### config.mk
export PLATFORM = sky130hd
export DESIGN_NAME = gpd_port
export DESIGN_NICKNAME = d
export VERILOG_FILES = /design/src/common/gpd_pkg.sv /design/src/verilog/gpd_sync2.sv /design/src/verilog/gpd_pin_cell.sv /design/src/verilog/gpd_port.sv
export VERILOG_INCLUDE_DIRS = /design/src /design/src/common
export SDC_FILE = /design/constraint.sdc
export NUM_CORES = 1
export LEC_CHECK = 0
export ABC_AREA = 1
export BUFFER_PORTS_ARGS = -buffer_cell sky130_fd_sc_hd__clkbuf_2
export CAP_MARGIN = 20
export CORE_UTILIZATION = 42
export DETAILED_ROUTE_END_ITERATION = 10
export PLACE_DENSITY = 0.75
export SLEW_MARGIN = 20
export SYNTH_ARGS = -nofsm -noshare
export SYNTH_HDL_FRONTEND = slang
export SYNTH_SLANG_ARGS = --single-unit
### constraint.sdc
create_clock -name clk_in -period 4.2 [get_ports clk_in]
set_input_delay 0.21 -clock clk_in [delete_from_list [all_inputs] [get_ports clk_in]]
set_output_delay 0.21 -clock clk_in [all_outputs]
set_load 0.1 [all_outputs]
### src/common/gpd_regs.svh
// register offsets, field masks, reset values and base address of the port d block
`ifndef GPD_REGS_SVH
`define GPD_REGS_SVH

// ==========================================================================
// base address of the register window
// ==========================================================================
`define GPD_BASE_ADDR      32'h400c_0300
`define GPD_BASE_MASK      32'hffff_ff00

// ==========================================================================
// register byte offsets within the window
// ==========================================================================
`define GPD_OFS_LEVEL      8'h00
`define GPD_OFS_OUT_EN     8'h04
`define GPD_OFS_FN_ADDR    8'h08
`define GPD_OFS_FN_SERIAL  8'h0c
`define GPD_OFS_FN_FLOW    8'h10
`define GPD_OFS_OPEN_DRAIN 8'h28
`define GPD_OFS_PULLUP     8'h2c
`define GPD_OFS_IN_EN      8'h38
`define GPD_OFS_CONFLICT   8'h3c

// ==========================================================================
// writable bit masks and reset values
// ==========================================================================
`define GPD_MASK_FULL      8'hff
`define GPD_MASK_SERIAL    8'hf7
`define GPD_MASK_FLOW      8'h44
`define GPD_RST_BYTE       8'h00

// ==========================================================================
// serial-function bit positions inside the serial select register
// ==========================================================================
`define GPD_BIT_TX10       0
`define GPD_BIT_RX10       1
`define GPD_BIT_CLK10      2
`define GPD_BIT_TX11       4
`define GPD_BIT_RX11       5
`define GPD_BIT_CLK11      6
`define GPD_BIT_IRQB       7

`endif

### src/common/gpd_pkg.sv
// types shared by the port d pin multiplexer
package gpd_pkg;

    // one byte, one bit per pin
    typedef logic [7:0] gpd_pins_t;

    // which source owns a pin
    typedef enum logic [1:0] {
        GPD_FN_PORT,
        GPD_FN_ADDR,
        GPD_FN_SERIAL,
        GPD_FN_FLOW
    } gpd_func_t;

endpackage

### src/verilog/gpd_sync2.sv
// two-stage synchroniser for pin-level inputs
`timescale 1ns/1ps

module gpd_sync2 #(
    parameter int WIDTH = 8                  // number of bits synchronised
) (
    input  wire logic             clk_in,    // system clock
    input  wire logic             nrst_in,   // synchronised reset, active low
    input  wire logic [WIDTH-1:0] async_in,  // levels from outside the domain
    output logic      [WIDTH-1:0] sync_out   // stable copy
);

    logic [WIDTH-1:0] meta_q;                // first stage, read only by second

    // ======================================================================
    // two flops; nothing else looks at the first stage
    // ======================================================================
    always_ff @(posedge clk_in or negedge nrst_in) begin
        if (!nrst_in) begin
            meta_q   <= '0;
            sync_out <= '0;
        end else begin
            meta_q   <= async_in;
            sync_out <= meta_q;
        end
    end

endmodule // gpd_sync2

### src/verilog/gpd_pin_cell.sv
// one pad cell: driver, open-drain shaping and gated input sampling
`timescale 1ns/1ps

module gpd_pin_cell (
    input  wire logic clk_in,        // system clock
    input  wire logic nrst_in,       // synchronised reset, active low
    input  wire logic drive_req_in,  // driver wanted this cycle
    input  wire logic drive_val_in,  // level to put on the pin
    input  wire logic open_drain_in, // 1: only pull low
    input  wire logic in_en_in,      // input buffer enable
    input  wire logic pin_in,        // pad level, asynchronous
    output logic      pin_out,       // registered pad data
    output logic      pin_oe_out,    // registered pad enable, high drives
    output logic      level_out      // synchronised level, zero when buffer off
);

    logic pin_sync;                  // pad level after two flops

    // ======================================================================
    // input path
    // ======================================================================
    gpd_sync2 #(
        .WIDTH (1)
    ) u_sync (
        .clk_in   (clk_in),
        .nrst_in  (nrst_in),
        .async_in (pin_in),
        .sync_out (pin_sync)
    );

    // buffer off reads low so a floating pad cannot toggle anything
    assign level_out = pin_sync & in_en_in;

    // ======================================================================
    // output path, registered so the pad never sees decode glitches
    // ======================================================================
    always_ff @(posedge clk_in or negedge nrst_in) begin
        if (!nrst_in) begin
            pin_out    <= 1'b0;
            pin_oe_out <= 1'b0;
        end else if (open_drain_in) begin
            // open drain: data fixed low, enable carries the inverted level
            pin_out    <= 1'b0;
            pin_oe_out <= drive_req_in & ~drive_val_in;
        end else begin
            // push-pull
            pin_out    <= drive_val_in;
            pin_oe_out <= drive_req_in;
        end
    end

endmodule // gpd_pin_cell

### src/verilog/gpd_port.sv
// port d: eight-pin gpio with apb registers and alternate-function multiplexer
//
// Operation
// [RQ1] eight pins, direction per bit
// [RQ2] reset: plain port, buffers and pull-ups off
// [RQ3] all selects zero gives port; one routes function
// [RQ4] software never sets two selects per pin
// [RQ5] address use needs output enable and select
// [RQ6] registers at fixed base and offsets
// [RQ7] data register bits 7-0, upper zero
// [RQ8] output enable per bit, upper zero
// [RQ9] address select maps pins to lines 9..16
// [RQ10] serial select: irq, channel 11, channel 10
// [RQ11] flow select: clear-to-send bits 6 and 2
// [RQ12] open-drain select per bit
// [RQ13] pull-up enable per bit, resets zero
// [RQ14] input enable per bit, resets zero
// [RQ15] port mode drives data bit or floats
`timescale 1ns/1ps
`include "gpd_regs.svh"

module gpd_port
    import gpd_pkg::*;
#(
    parameter int PINS = 8                      // pin count of the port
) (
    // clock and reset
    input  wire logic            clk_in,              // 200 MHz system clock
    input  wire logic            nrst_in,             // async reset, active low
    // apb slave
    input  wire logic            psel_in,             // slave select
    input  wire logic            penable_in,          // access phase
    input  wire logic            pwrite_in,           // 1 write, 0 read
    input  wire logic [31:0]     paddr_in,            // byte address
    input  wire logic [31:0]     pwdata_in,           // write data
    output logic      [31:0]     prdata_out,          // read data
    output logic                 pready_out,          // always ready
    output logic                 pslverr_out,         // unmapped access
    // pads
    input  wire logic [PINS-1:0] pin_in,              // pad levels
    output logic      [PINS-1:0] pin_out,             // pad data
    output logic      [PINS-1:0] pin_oe_out,          // pad driver enable
    output logic      [PINS-1:0] pin_pullup_out,      // pull-up enable
    output logic      [PINS-1:0] pin_ie_out,          // input buffer enable
    // external bus controller
    input  wire logic [PINS-1:0] ext_addr_in,         // address lines 9..16
    // serial channel 10
    input  wire logic            serial_tx_ch10_in,   // transmit data
    input  wire logic            serial_clock_ch10_in,  // clock when master
    input  wire logic            serial_clock_ch10_oe_in, // 1: channel drives clock
    output logic                 serial_rx_ch10_out,  // receive data
    output logic                 serial_clock_ch10_out, // clock seen on pin
    output logic                 clear_to_send_ch10_out, // cts seen on pin
    // serial channel 11
    input  wire logic            serial_tx_ch11_in,   // transmit data
    input  wire logic            serial_clock_ch11_in,  // clock when master
    input  wire logic            serial_clock_ch11_oe_in, // 1: channel drives clock
    output logic                 serial_rx_ch11_out,  // receive data
    output logic                 serial_clock_ch11_out, // clock seen on pin
    output logic                 clear_to_send_ch11_out, // cts seen on pin
    // interrupt controller
    output logic                 ext_irq_line_b_out   // external interrupt level
);

    // ======================================================================
    // reset release
    // ======================================================================
    logic rst_meta_q;                           // first reset stage
    logic rst_n_q;                              // reset used by all logic

    // assert at once, release two edges later
    always_ff @(posedge clk_in or negedge nrst_in) begin
        if (!nrst_in) begin
            rst_meta_q <= 1'b0;
            rst_n_q    <= 1'b0;
        end else begin
            rst_meta_q <= 1'b1;
            rst_n_q    <= rst_meta_q;
        end
    end

    // ======================================================================
    // registers
    // ======================================================================
    gpd_pins_t level_q;                         // pin_level_reg
    gpd_pins_t out_en_q;                        // output_enable_reg
    gpd_pins_t fn_addr_q;                       // address_function_select
    gpd_pins_t fn_serial_q;                     // serial_function_select
    gpd_pins_t fn_flow_q;                       // flow_function_select
    gpd_pins_t open_drain_q;                    // open_drain_select
    gpd_pins_t pullup_q;                        // pullup_enable_reg
    gpd_pins_t in_en_q;                         // input_enable_reg

    // ======================================================================
    // apb decode
    // ======================================================================
    logic [7:0]  reg_ofs;                       // offset inside window
    logic        in_window;                     // address hits this port
    logic        ofs_known;                     // offset names a register
    logic        setup_ph;                      // setup cycle
    logic        wr_fire;                       // write takes effect
    gpd_pins_t   wr_byte;                       // low write byte

    assign reg_ofs   = paddr_in[7:0];
    // base match plus word alignment; see [RQ6]
    assign in_window = ((paddr_in & `GPD_BASE_MASK) == `GPD_BASE_ADDR)
                     && (paddr_in[1:0] == 2'b00);
    assign setup_ph  = psel_in & ~penable_in;
    assign wr_byte   = pwdata_in[7:0];

    // offset table; anything else is an error
    always_comb begin
        unique case (reg_ofs)
            `GPD_OFS_LEVEL,
            `GPD_OFS_OUT_EN,
            `GPD_OFS_FN_ADDR,
            `GPD_OFS_FN_SERIAL,
            `GPD_OFS_FN_FLOW,
            `GPD_OFS_OPEN_DRAIN,
            `GPD_OFS_PULLUP,
            `GPD_OFS_IN_EN,
            `GPD_OFS_CONFLICT:   ofs_known = in_window;
            default:             ofs_known = 1'b0;
        endcase
    end

    // zero wait states: every access completes in its first access cycle
    assign pready_out  = 1'b1;
    // error only in the access phase, where the master samples it
    assign pslverr_out = psel_in & penable_in & ~ofs_known;
    // a refused write changes nothing
    assign wr_fire     = psel_in & penable_in & pwrite_in & ofs_known;

    // ======================================================================
    // register writes, one process per concern
    // ======================================================================

    // data and direction; see [RQ1]
    always_ff @(posedge clk_in or negedge rst_n_q) begin
        if (!rst_n_q) begin
            level_q  <= `GPD_RST_BYTE;          // see [RQ7]
            out_en_q <= `GPD_RST_BYTE;          // outputs off; see [RQ2]
        end else if (wr_fire) begin
            if (reg_ofs == `GPD_OFS_LEVEL) begin
                level_q <= wr_byte;             // see [RQ7]
            end
            if (reg_ofs == `GPD_OFS_OUT_EN) begin
                out_en_q <= wr_byte;            // see [RQ8]
            end
        end
    end

    // function selects; reserved positions never store a one
    always_ff @(posedge clk_in or negedge rst_n_q) begin
        if (!rst_n_q) begin
            fn_addr_q   <= `GPD_RST_BYTE;       // plain port; see [RQ2]
            fn_serial_q <= `GPD_RST_BYTE;
            fn_flow_q   <= `GPD_RST_BYTE;
        end else if (wr_fire) begin
            if (reg_ofs == `GPD_OFS_FN_ADDR) begin
                fn_addr_q <= wr_byte & `GPD_MASK_FULL;     // see [RQ9]
            end
            if (reg_ofs == `GPD_OFS_FN_SERIAL) begin
                fn_serial_q <= wr_byte & `GPD_MASK_SERIAL; // see [RQ10]
            end
            if (reg_ofs == `GPD_OFS_FN_FLOW) begin
                fn_flow_q <= wr_byte & `GPD_MASK_FLOW;     // see [RQ11]
            end
        end
    end

    // pad controls
    always_ff @(posedge clk_in or negedge rst_n_q) begin
        if (!rst_n_q) begin
            open_drain_q <= `GPD_RST_BYTE;      // cmos after reset
            pullup_q     <= `GPD_RST_BYTE;      // see [RQ13]
            in_en_q      <= `GPD_RST_BYTE;      // see [RQ14]
        end else if (wr_fire) begin
            if (reg_ofs == `GPD_OFS_OPEN_DRAIN) begin
                open_drain_q <= wr_byte;        // see [RQ12]
            end
            if (reg_ofs == `GPD_OFS_PULLUP) begin
                pullup_q <= wr_byte;            // see [RQ13]
            end
            if (reg_ofs == `GPD_OFS_IN_EN) begin
                in_en_q <= wr_byte;             // see [RQ14]
            end
        end
    end

    // pad static controls come straight from their registers
    assign pin_pullup_out = pullup_q;           // see [RQ13]
    assign pin_ie_out     = in_en_q;            // see [RQ14]

    // ======================================================================
    // alternate-function sources
    // ======================================================================
    gpd_pins_t ser_val;                         // serial output level per pin
    gpd_pins_t ser_drv;                         // serial wants to drive pin
    gpd_pins_t conflict;                        // more than one select set
    gpd_pins_t pin_level;                       // synchronised, gated levels

    // outputs of the serial channels laid onto their pin positions
    always_comb begin
        ser_val = '0;
        ser_drv = '0;
        ser_val[`GPD_BIT_TX10]  = serial_tx_ch10_in;
        ser_drv[`GPD_BIT_TX10]  = 1'b1;
        ser_val[`GPD_BIT_CLK10] = serial_clock_ch10_in;
        ser_drv[`GPD_BIT_CLK10] = serial_clock_ch10_oe_in;
        ser_val[`GPD_BIT_TX11]  = serial_tx_ch11_in;
        ser_drv[`GPD_BIT_TX11]  = 1'b1;
        ser_val[`GPD_BIT_CLK11] = serial_clock_ch11_in;
        ser_drv[`GPD_BIT_CLK11] = serial_clock_ch11_oe_in;
        // receive, interrupt and clear-to-send positions only listen
    end

    // ======================================================================
    // per-pin multiplexer and pad cell
    // ======================================================================
    genvar gi;
    generate
        for (gi = 0; gi < PINS; gi++) begin : g_pin
            gpd_func_t func;                    // owner of this pin
            logic      src_val;                 // level from the owner
            logic      src_drv;                 // owner asks to drive
            logic      drive_req;               // final driver request

            // the selects are meant to be one-hot; a clash is reported,
            // and address wins over serial over flow so the pad stays sane
            always_comb begin
                if (fn_addr_q[gi]) begin
                    func = GPD_FN_ADDR;
                end else if (fn_serial_q[gi]) begin
                    func = GPD_FN_SERIAL;
                end else if (fn_flow_q[gi]) begin
                    func = GPD_FN_FLOW;
                end else begin
                    func = GPD_FN_PORT;         // all zero; see [RQ3]
                end
            end

            // flag the case software was told to avoid; see [RQ4]
            assign conflict[gi] = (fn_addr_q[gi] & fn_serial_q[gi])
                                | (fn_addr_q[gi] & fn_flow_q[gi])
                                | (fn_serial_q[gi] & fn_flow_q[gi]);

            // route the selected function; see [RQ3]
            always_comb begin
                unique case (func)
                    GPD_FN_ADDR: begin
                        src_val = ext_addr_in[gi];   // see [RQ9]
                        src_drv = 1'b1;
                    end
                    GPD_FN_SERIAL: begin
                        src_val = ser_val[gi];       // see [RQ10]
                        src_drv = ser_drv[gi];
                    end
                    GPD_FN_FLOW: begin
                        src_val = 1'b0;              // input only; see [RQ11]
                        src_drv = 1'b0;
                    end
                    GPD_FN_PORT: begin
                        src_val = level_q[gi];       // see [RQ15]
                        src_drv = 1'b1;
                    end
                endcase
            end

            // the output-enable bit gates every driver, so address lines
            // appear only with both bits set; see [RQ5]
            assign drive_req = out_en_q[gi] & src_drv;   // see [RQ8]

            gpd_pin_cell u_cell (
                .clk_in        (clk_in),
                .nrst_in       (rst_n_q),
                .drive_req_in  (drive_req),
                .drive_val_in  (src_val),
                .open_drain_in (open_drain_q[gi]),   // see [RQ12]
                .in_en_in      (in_en_q[gi]),        // see [RQ14]
                .pin_in        (pin_in[gi]),
                .pin_out       (pin_out[gi]),
                .pin_oe_out    (pin_oe_out[gi]),     // see [RQ15]
                .level_out     (pin_level[gi])
            );
        end
    endgenerate

    // ======================================================================
    // inputs to the serial channels and the interrupt controller
    // ======================================================================

    // unselected receive and clock lines idle high, like a quiet line;
    // clear-to-send and interrupt idle low so nothing fires
    always_ff @(posedge clk_in or negedge rst_n_q) begin
        if (!rst_n_q) begin
            serial_rx_ch10_out     <= 1'b1;
            serial_clock_ch10_out  <= 1'b1;
            clear_to_send_ch10_out <= 1'b0;
        end else begin
            serial_rx_ch10_out     <= fn_serial_q[`GPD_BIT_RX10]
                                    ? pin_level[`GPD_BIT_RX10] : 1'b1;   // see [RQ10]
            serial_clock_ch10_out  <= fn_serial_q[`GPD_BIT_CLK10]
                                    ? pin_level[`GPD_BIT_CLK10] : 1'b1;
            clear_to_send_ch10_out <= fn_flow_q[`GPD_BIT_CLK10]
                                    & pin_level[`GPD_BIT_CLK10];         // see [RQ11]
        end
    end

    // channel 11 sits four bits above channel 10
    always_ff @(posedge clk_in or negedge rst_n_q) begin
        if (!rst_n_q) begin
            serial_rx_ch11_out     <= 1'b1;
            serial_clock_ch11_out  <= 1'b1;
            clear_to_send_ch11_out <= 1'b0;
        end else begin
            serial_rx_ch11_out     <= fn_serial_q[`GPD_BIT_RX11]
                                    ? pin_level[`GPD_BIT_RX11] : 1'b1;   // see [RQ10]
            serial_clock_ch11_out  <= fn_serial_q[`GPD_BIT_CLK11]
                                    ? pin_level[`GPD_BIT_CLK11] : 1'b1;
            clear_to_send_ch11_out <= fn_flow_q[`GPD_BIT_CLK11]
                                    & pin_level[`GPD_BIT_CLK11];         // see [RQ11]
        end
    end

    // interrupt needs both the select and the input buffer; the level
    // is already zero when the buffer is off
    always_ff @(posedge clk_in or negedge rst_n_q) begin
        if (!rst_n_q) begin
            ext_irq_line_b_out <= 1'b0;
        end else begin
            ext_irq_line_b_out <= fn_serial_q[`GPD_BIT_IRQB]
                                & pin_level[`GPD_BIT_IRQB];              // see [RQ10]
        end
    end

    // ======================================================================
    // read path
    // ======================================================================
    gpd_pins_t level_view;                      // what a data read returns
    gpd_pins_t rd_byte;                         // selected register byte

    // a listening pin reports the pad; a driven or dead pin the latch
    assign level_view = (in_en_q & ~out_en_q & pin_level)
                      | (~(in_en_q & ~out_en_q) & level_q);

    // offset to value; upper bits always zero
    always_comb begin
        unique case (reg_ofs)
            `GPD_OFS_LEVEL:      rd_byte = level_view;     // see [RQ7]
            `GPD_OFS_OUT_EN:     rd_byte = out_en_q;       // see [RQ8]
            `GPD_OFS_FN_ADDR:    rd_byte = fn_addr_q;
            `GPD_OFS_FN_SERIAL:  rd_byte = fn_serial_q;    // bit 3 reads zero
            `GPD_OFS_FN_FLOW:    rd_byte = fn_flow_q;
            `GPD_OFS_OPEN_DRAIN: rd_byte = open_drain_q;
            `GPD_OFS_PULLUP:     rd_byte = pullup_q;
            `GPD_OFS_IN_EN:      rd_byte = in_en_q;
            `GPD_OFS_CONFLICT:   rd_byte = conflict;
            default:             rd_byte = `GPD_RST_BYTE;
        endcase
    end

    // captured in the setup cycle so the access phase sees a flop;
    // an unmapped or foreign address reads zero
    always_ff @(posedge clk_in or negedge rst_n_q) begin
        if (!rst_n_q) begin
            prdata_out <= '0;
        end else if (setup_ph && !pwrite_in) begin
            prdata_out <= ofs_known ? {24'h00_0000, rd_byte} : 32'h0000_0000;
        end
    end

endmodule // gpd_port

# Word level (Yosys, flattened, before mapping)

Cells that the tools add are included.

Add/subtract/negate cells: 0
Multipliers: 0
Div/mod/pow operators: 0
Magnitude comparators: 0
Equality and inequality tests: 33
Shift-type cells: 0
Mux-type cells: 56
Bitwise logic cells: 63
Reductions and logical operators: 34

Operator list:

| cell                   | number |
|---|---|
| $pmux W8 S9            | 1 |
| $and A1 B1 Y1          | 43 |
| $eq A2 B2 Y1 const B   | 16 |
| $eq A8 B6 Y1 const B   | 4 |
| $mux W2                | 16 |
| $and A8 B8 Y8          | 3 |
| $eq A24 B23 Y1 const B | 1 |
| $mux W1                | 22 |
| $reduce_or A2 Y1       | 10 |
| $logic_not A2 Y1       | 9 |
| $pmux W1 S3            | 6 |
| $eq A2 B1 Y1 const B   | 8 |
| $eq A8 B4 Y1 const B   | 2 |
| $not A8 Y8             | 2 |
| $pmux W1 S4            | 4 |
| $reduce_and A2 Y1      | 8 |
| $pmux W1 S2            | 6 |
| $not A1 Y1             | 10 |
| $reduce_or A9 Y1       | 1 |
| $eq A8 B3 Y1 const B   | 1 |
| $eq A8 B5 Y1 const B   | 1 |
| $logic_not A8 Y1       | 1 |
| $mux W8                | 1 |
| $or A8 B8 Y8           | 1 |
| 4 further kinds        | 9 |

Register bits: 130
Bits in latches: 0
Bits in writable memories: 0
Memory bits (read-only): 0
Input port bits: 91
Memories kept: 0

# Depth between registers and ports, before layout

Word-level depth: 9
Depth in mapped cells: 12

# Hierarchy

A second synthesis with hierarchy kept.

Cells, all modules: 721
Area total of the unflattened synthesis: 5614.1 µm²

Modules (own cells, without submodules):

| module       | instances | cells an instance | area an instance (µm²) | seq. area each (µm²) |
|---|---|---|---|---|
| gpd_port     | 1         | 641               | 4623.2                 | 1856.8 |
| gpd_pin_cell | 8         | 8                 | 73.8                   | 50.0 |
| gpd_sync2    | 8         | 2                 | 50.0                   | 50.0 |

# Worst setup path before layout

Ideal clock, no wire load.

Path type: input port to output port
Start: in paddr_in[0]
End: out pslverr_out
Data arrival time: 2.241 ns
Data required time: 3.990 ns
Setup slack: 1.749 ns
Stages on the path: 9
Buffers on the path: 1
Cell sequence: inv_1 > nand2_1 > nor2_2 > nand2_1 > nand3_1 > nor2_1 > nor2_4 > buf_2 > nor2_1

Word-level cells in the longest chain between the ends: 5
Elaborated cells on any way between the ends: 15
Those cells by class: eq/ne (8); mux (1); bitwise (2); reduce/logical (4)

Ends and longest elaborated chain:

| element                                                 | line                             | RTL |
|---|---|---|
| start: declaration                                      | gpd_port.sv:34                   | `input wire logic [31:0] paddr_in,` |
| $eq A8 B3 Y1 (tied with other cells)                    | gpd_port.sv:113                  | `unique case (reg_ofs)` |
| $reduce_or A9 Y1 or $logic_and A1 B1 Y1 (tied branches) | gpd_port.sv:113, gpd_port.sv:106 |  |
| $mux W1 (*)                                             | gpd_port.sv:113                  |  |
| $not A1 Y1 (*)                                          | gpd_port.sv:130                  | `assign pslverr_out = psel_in & penable_in & ~ofs_known;` |
| $and A1 B1 Y1 (*)                                       | gpd_port.sv:130                  |  |
| end: declaration                                        | gpd_port.sv:38                   | `output logic pslverr_out,` |

Mark *: on every way between the ends. The rest lies on a longest branch, timed or not.

# Worst setup path in the final report

Start: in paddr_in[1]
End: out pslverr_out

The elaborated chain is that of the path after synthesis.

==> results.yml <==
timing:
  slew_viol_final: 0
  max_slew_margin_pct: 45.3
  period_needed_ns: 2.07
  worst_pin_slew_ns: 0.817
  tns_ns: 0
  skew_ns: 0.00890
  layout_setup_ws_ns: 2.13
  rsz0062_at_grt: "no"
  setup_viol: 0
  fmax_mhz: 483
  fin_crit_sh_pct: 49.3
  hold_viol: 0
worst_setup_path:
  path_max_fanout: 19
  timing.critical_path.cells: "clkbuf_2, inv_1, nand2_1, nor2_2, nand2_1, nand3_1, nor2_1, nor2_4, nor2_1, clkbuf_2"
  crit_arrival_ns: 1.86
  crit_path_top_delay_cell: "clkbuf_2"
  worst_setup_path_end_kind: "output pin"
  r2r_cells: 8
  start_kind: "input port"
  slowest_delay_ns: 0.38
  path_class: "input port to output pin"
  required_ns: 3.99
power_and_ir_drop:
  p_clk_share_pct: 42.1
  sw_frac_of_total_pct: 26.0
  cellLeakagePower_uw: 0.00361
  p_sw_uw: 558
  p_per_area_nw_per_um2: 327
  pwr-share-comb_pct: 9.7
  peakVddDrop_v: 0.000175
  pwr-share-seq_pct: 48.3
  intPower_uw: 1590
final_layout:
  nNetsFinal: 900
  fillCellCount: 1316
  syn_to_final_growth_pct: 15.7
  layout-drive-gt1-share_pct: 21.4
  layout_commonest_cell: "nand2_1"
  diodes: 0
  layout_common_cells: "nand2_1 (244), clkbuf_2 (114), dfrtp_1 (101)"
global_route:
  grt-busiest-layer: "met2"
  grt_pass1_vias: 4769
  grt_start_max_net_pins: 81
  grt_use_total_pct: 22.1
  grt_overflow: 0
  grtUsageMet1_pct: 29.7
  grt_pass1_wl_mm: 24.1
  antenna_found_initial: 0
  use_met3_pct: 5.16
  use_met2_pct: 35.4
floorplan:
  io_pins: 164
  die_h_um: 118
  start_util_pct: 43.0
  num_rows: 42
  die_area_um2: 14000
  fp.dieW_um: 118
  core-area_um2: 13200
logic_synthesis:
  synth_cell_types: 32
  synth_warnings: 0
  ys_seq_area_share_pct: 46.8
  synth_top_family_by_area: "simple AND/OR/NAND/NOR gates"
  synth_fa_ha_area_share_pct: 0
  synth_area_um2: 5670
  synth_compound_area_share_pct: 3.95
  synth_xor_xnor_area_share_pct: 0
  muxShareOfSynthArea_pct: 0
  synth-seq-cells: 106
  syn_inst: 714
  yosys.area_share.simple_pct: 36.7
  syn_avg_cell_area_um2: 7.95
clocking:
  cts_resized: 0
  cts_tree: "yes"
  cts_setup_buffers: 0
  cts.clk_slew.worst_paths_ns: 0.07
  cts_buffers: 9
  ctsHtreeMaxLevel: 3
  ctsHoldBuffers: 9
  clk_path_buf_depth: 2
  cts_sinks: 106
  clock_latency_ns: 0.36
  clockRootBuffer: "clkbuf_16"
routing:
  firstDrtPassIters: 6
  route.vias.total: 5061
  finalWirelength_mm: 14.7
  drc_errors: 0
  wire_per_inst_um: 14.9
  first_iter_violations: 536
  viasPerCell: 5.11
  drtAntennaViolNets: 0
placement:
  dp_hpwl_mm: 10.1
  portBuffers: 114
  place.gp.congestion: 0.902
  pre_cts_slack_ns: 2.03
hold_path:
  worstHoldPathCells: 3
  worstHoldPathType: "input port to flip-flop"
job:
  drv_cap: 0
status:
  status: "complete, no violations"
[state kept, by name (all words and copies together), names as in the netlist, 2 cells and up]
signal                        cells
g_pin.u_cell.u_sync.sync_out      8
fn_flow_q                         2
g_pin.u_cell.u_sync.meta_q        8
level_q                           8
g_pin.u_cell.pin_oe_out           8
out_en_q                          8
open_drain_q                      8
fn_serial_q                       7
fn_addr_q                         8
pin_pullup_out                    8
prdata_out                        8
pin_ie_out                        8
g_pin.u_cell.pin_out              8
[synth_stat cells, drive strengths merged]
library cell  instances  area (µm²)
nand2               248         946
nor3                  5        25.0
nand3                27         158
a21oi                15        75.1
dfrtp               102        2550
o21ai                25         125
nand4                67         524
nand3b                2        15.0
inv                  59         221
clkinv                1        3.75
buf                  62         447
and3                  3        18.8
or2                   1        6.26
clkbuf                7        28.8
conb                  2        7.51
dfstp                 4         105
nor2                 81         390
o311ai                1        8.76
o21a                  2        15.0
[final timing paths]
kind / slack, ns / endpoint / start
max: 2.13 / pslverr_out / paddr_in[1]
min: 0.15 / g_pin[7].u_cell.pin_out$_DFF_PN0_ / ext_addr_in[7]
max reg2reg: 2.87 / prdata_out[6]$_DFFE_PN0P_ / fn_serial_q[6]$_DFFE_PN0P_
min reg2reg: 0.23 / open_drain_q[7]$_DFFE_PN0P_ / rst_n_q$_DFF_PN0_
max in group asynchronous: 3.27 / serial_rx_ch11_out$_DFF_PN1_ / rst_n_q$_DFF_PN0_
min in group asynchronous: 0.17 / rst_n_q$_DFF_PN0_ / nrst_in
[per-layer routing]
metal	up-vias	part of all wire, %
li1	2426	-
met1	2395	41
met2	209	49
met3	31	8.0
met4	0	2.2
met5	-	0
[power by group through the flow]
stage | sequential [µW] | combinational, µW | clock (µW)
floorplan | 1060 | 152 | 0
global placement | 1070 | 186 | 0
detailed placement | 1070 | 187 | 0
CTS | 1050 | 194 | 919
global route | 1040 | 221 | 958
finish | 1040 | 207 | 904
[metrics by stage]
stage / hold slack, ns / area, µm² / cells / power (µW) / util (%)
after floorplan: -0.0856 / 5760 / 738 / 1220 / -
after global placement: -0.00292 / 6130 / 964 / 1250 / 46.5
after detailed placement: -0.00232 / 6130 / 964 / 1250 / 46.5
after CTS: 0.153 / 6540 / 989 / 2160 / 49.6
after global routing: 0.162 / 6560 / 990 / 2220 / 49.8
final: 0.154 / 6560 / 990 / 2150 / 49.8
[cell type report]
class / count / area (µm²) / area share (%)
clock buffer: 9 / 225 / 3.43
inverter: 60 / 225 / 3.43
sequential: 106 / 2660 / 40.5
multi-input combinational: 503 / 2410 / 36.8
clock inverter: 7 / 93.8 / 1.43
tap: 176 / 220 / 3.35
timing repair buffer: 129 / 726 / 11.1
[critical path: cells and delay by family]
kind / cells / cell delay (ns)
buffers and inverters: 3 / 0.54
and+or+nand+nor: 7 / 1.10
[kinds of logic after synthesis]
| kind of cell | count (synthesis) |
|---|---|
| compound gates | 43 |
| buf+inv | 129 |
| flops | 106 |
| other cells | 2 |
| simple gates | 434 |
No activity file was read; power rests on OpenSTA's default activity.
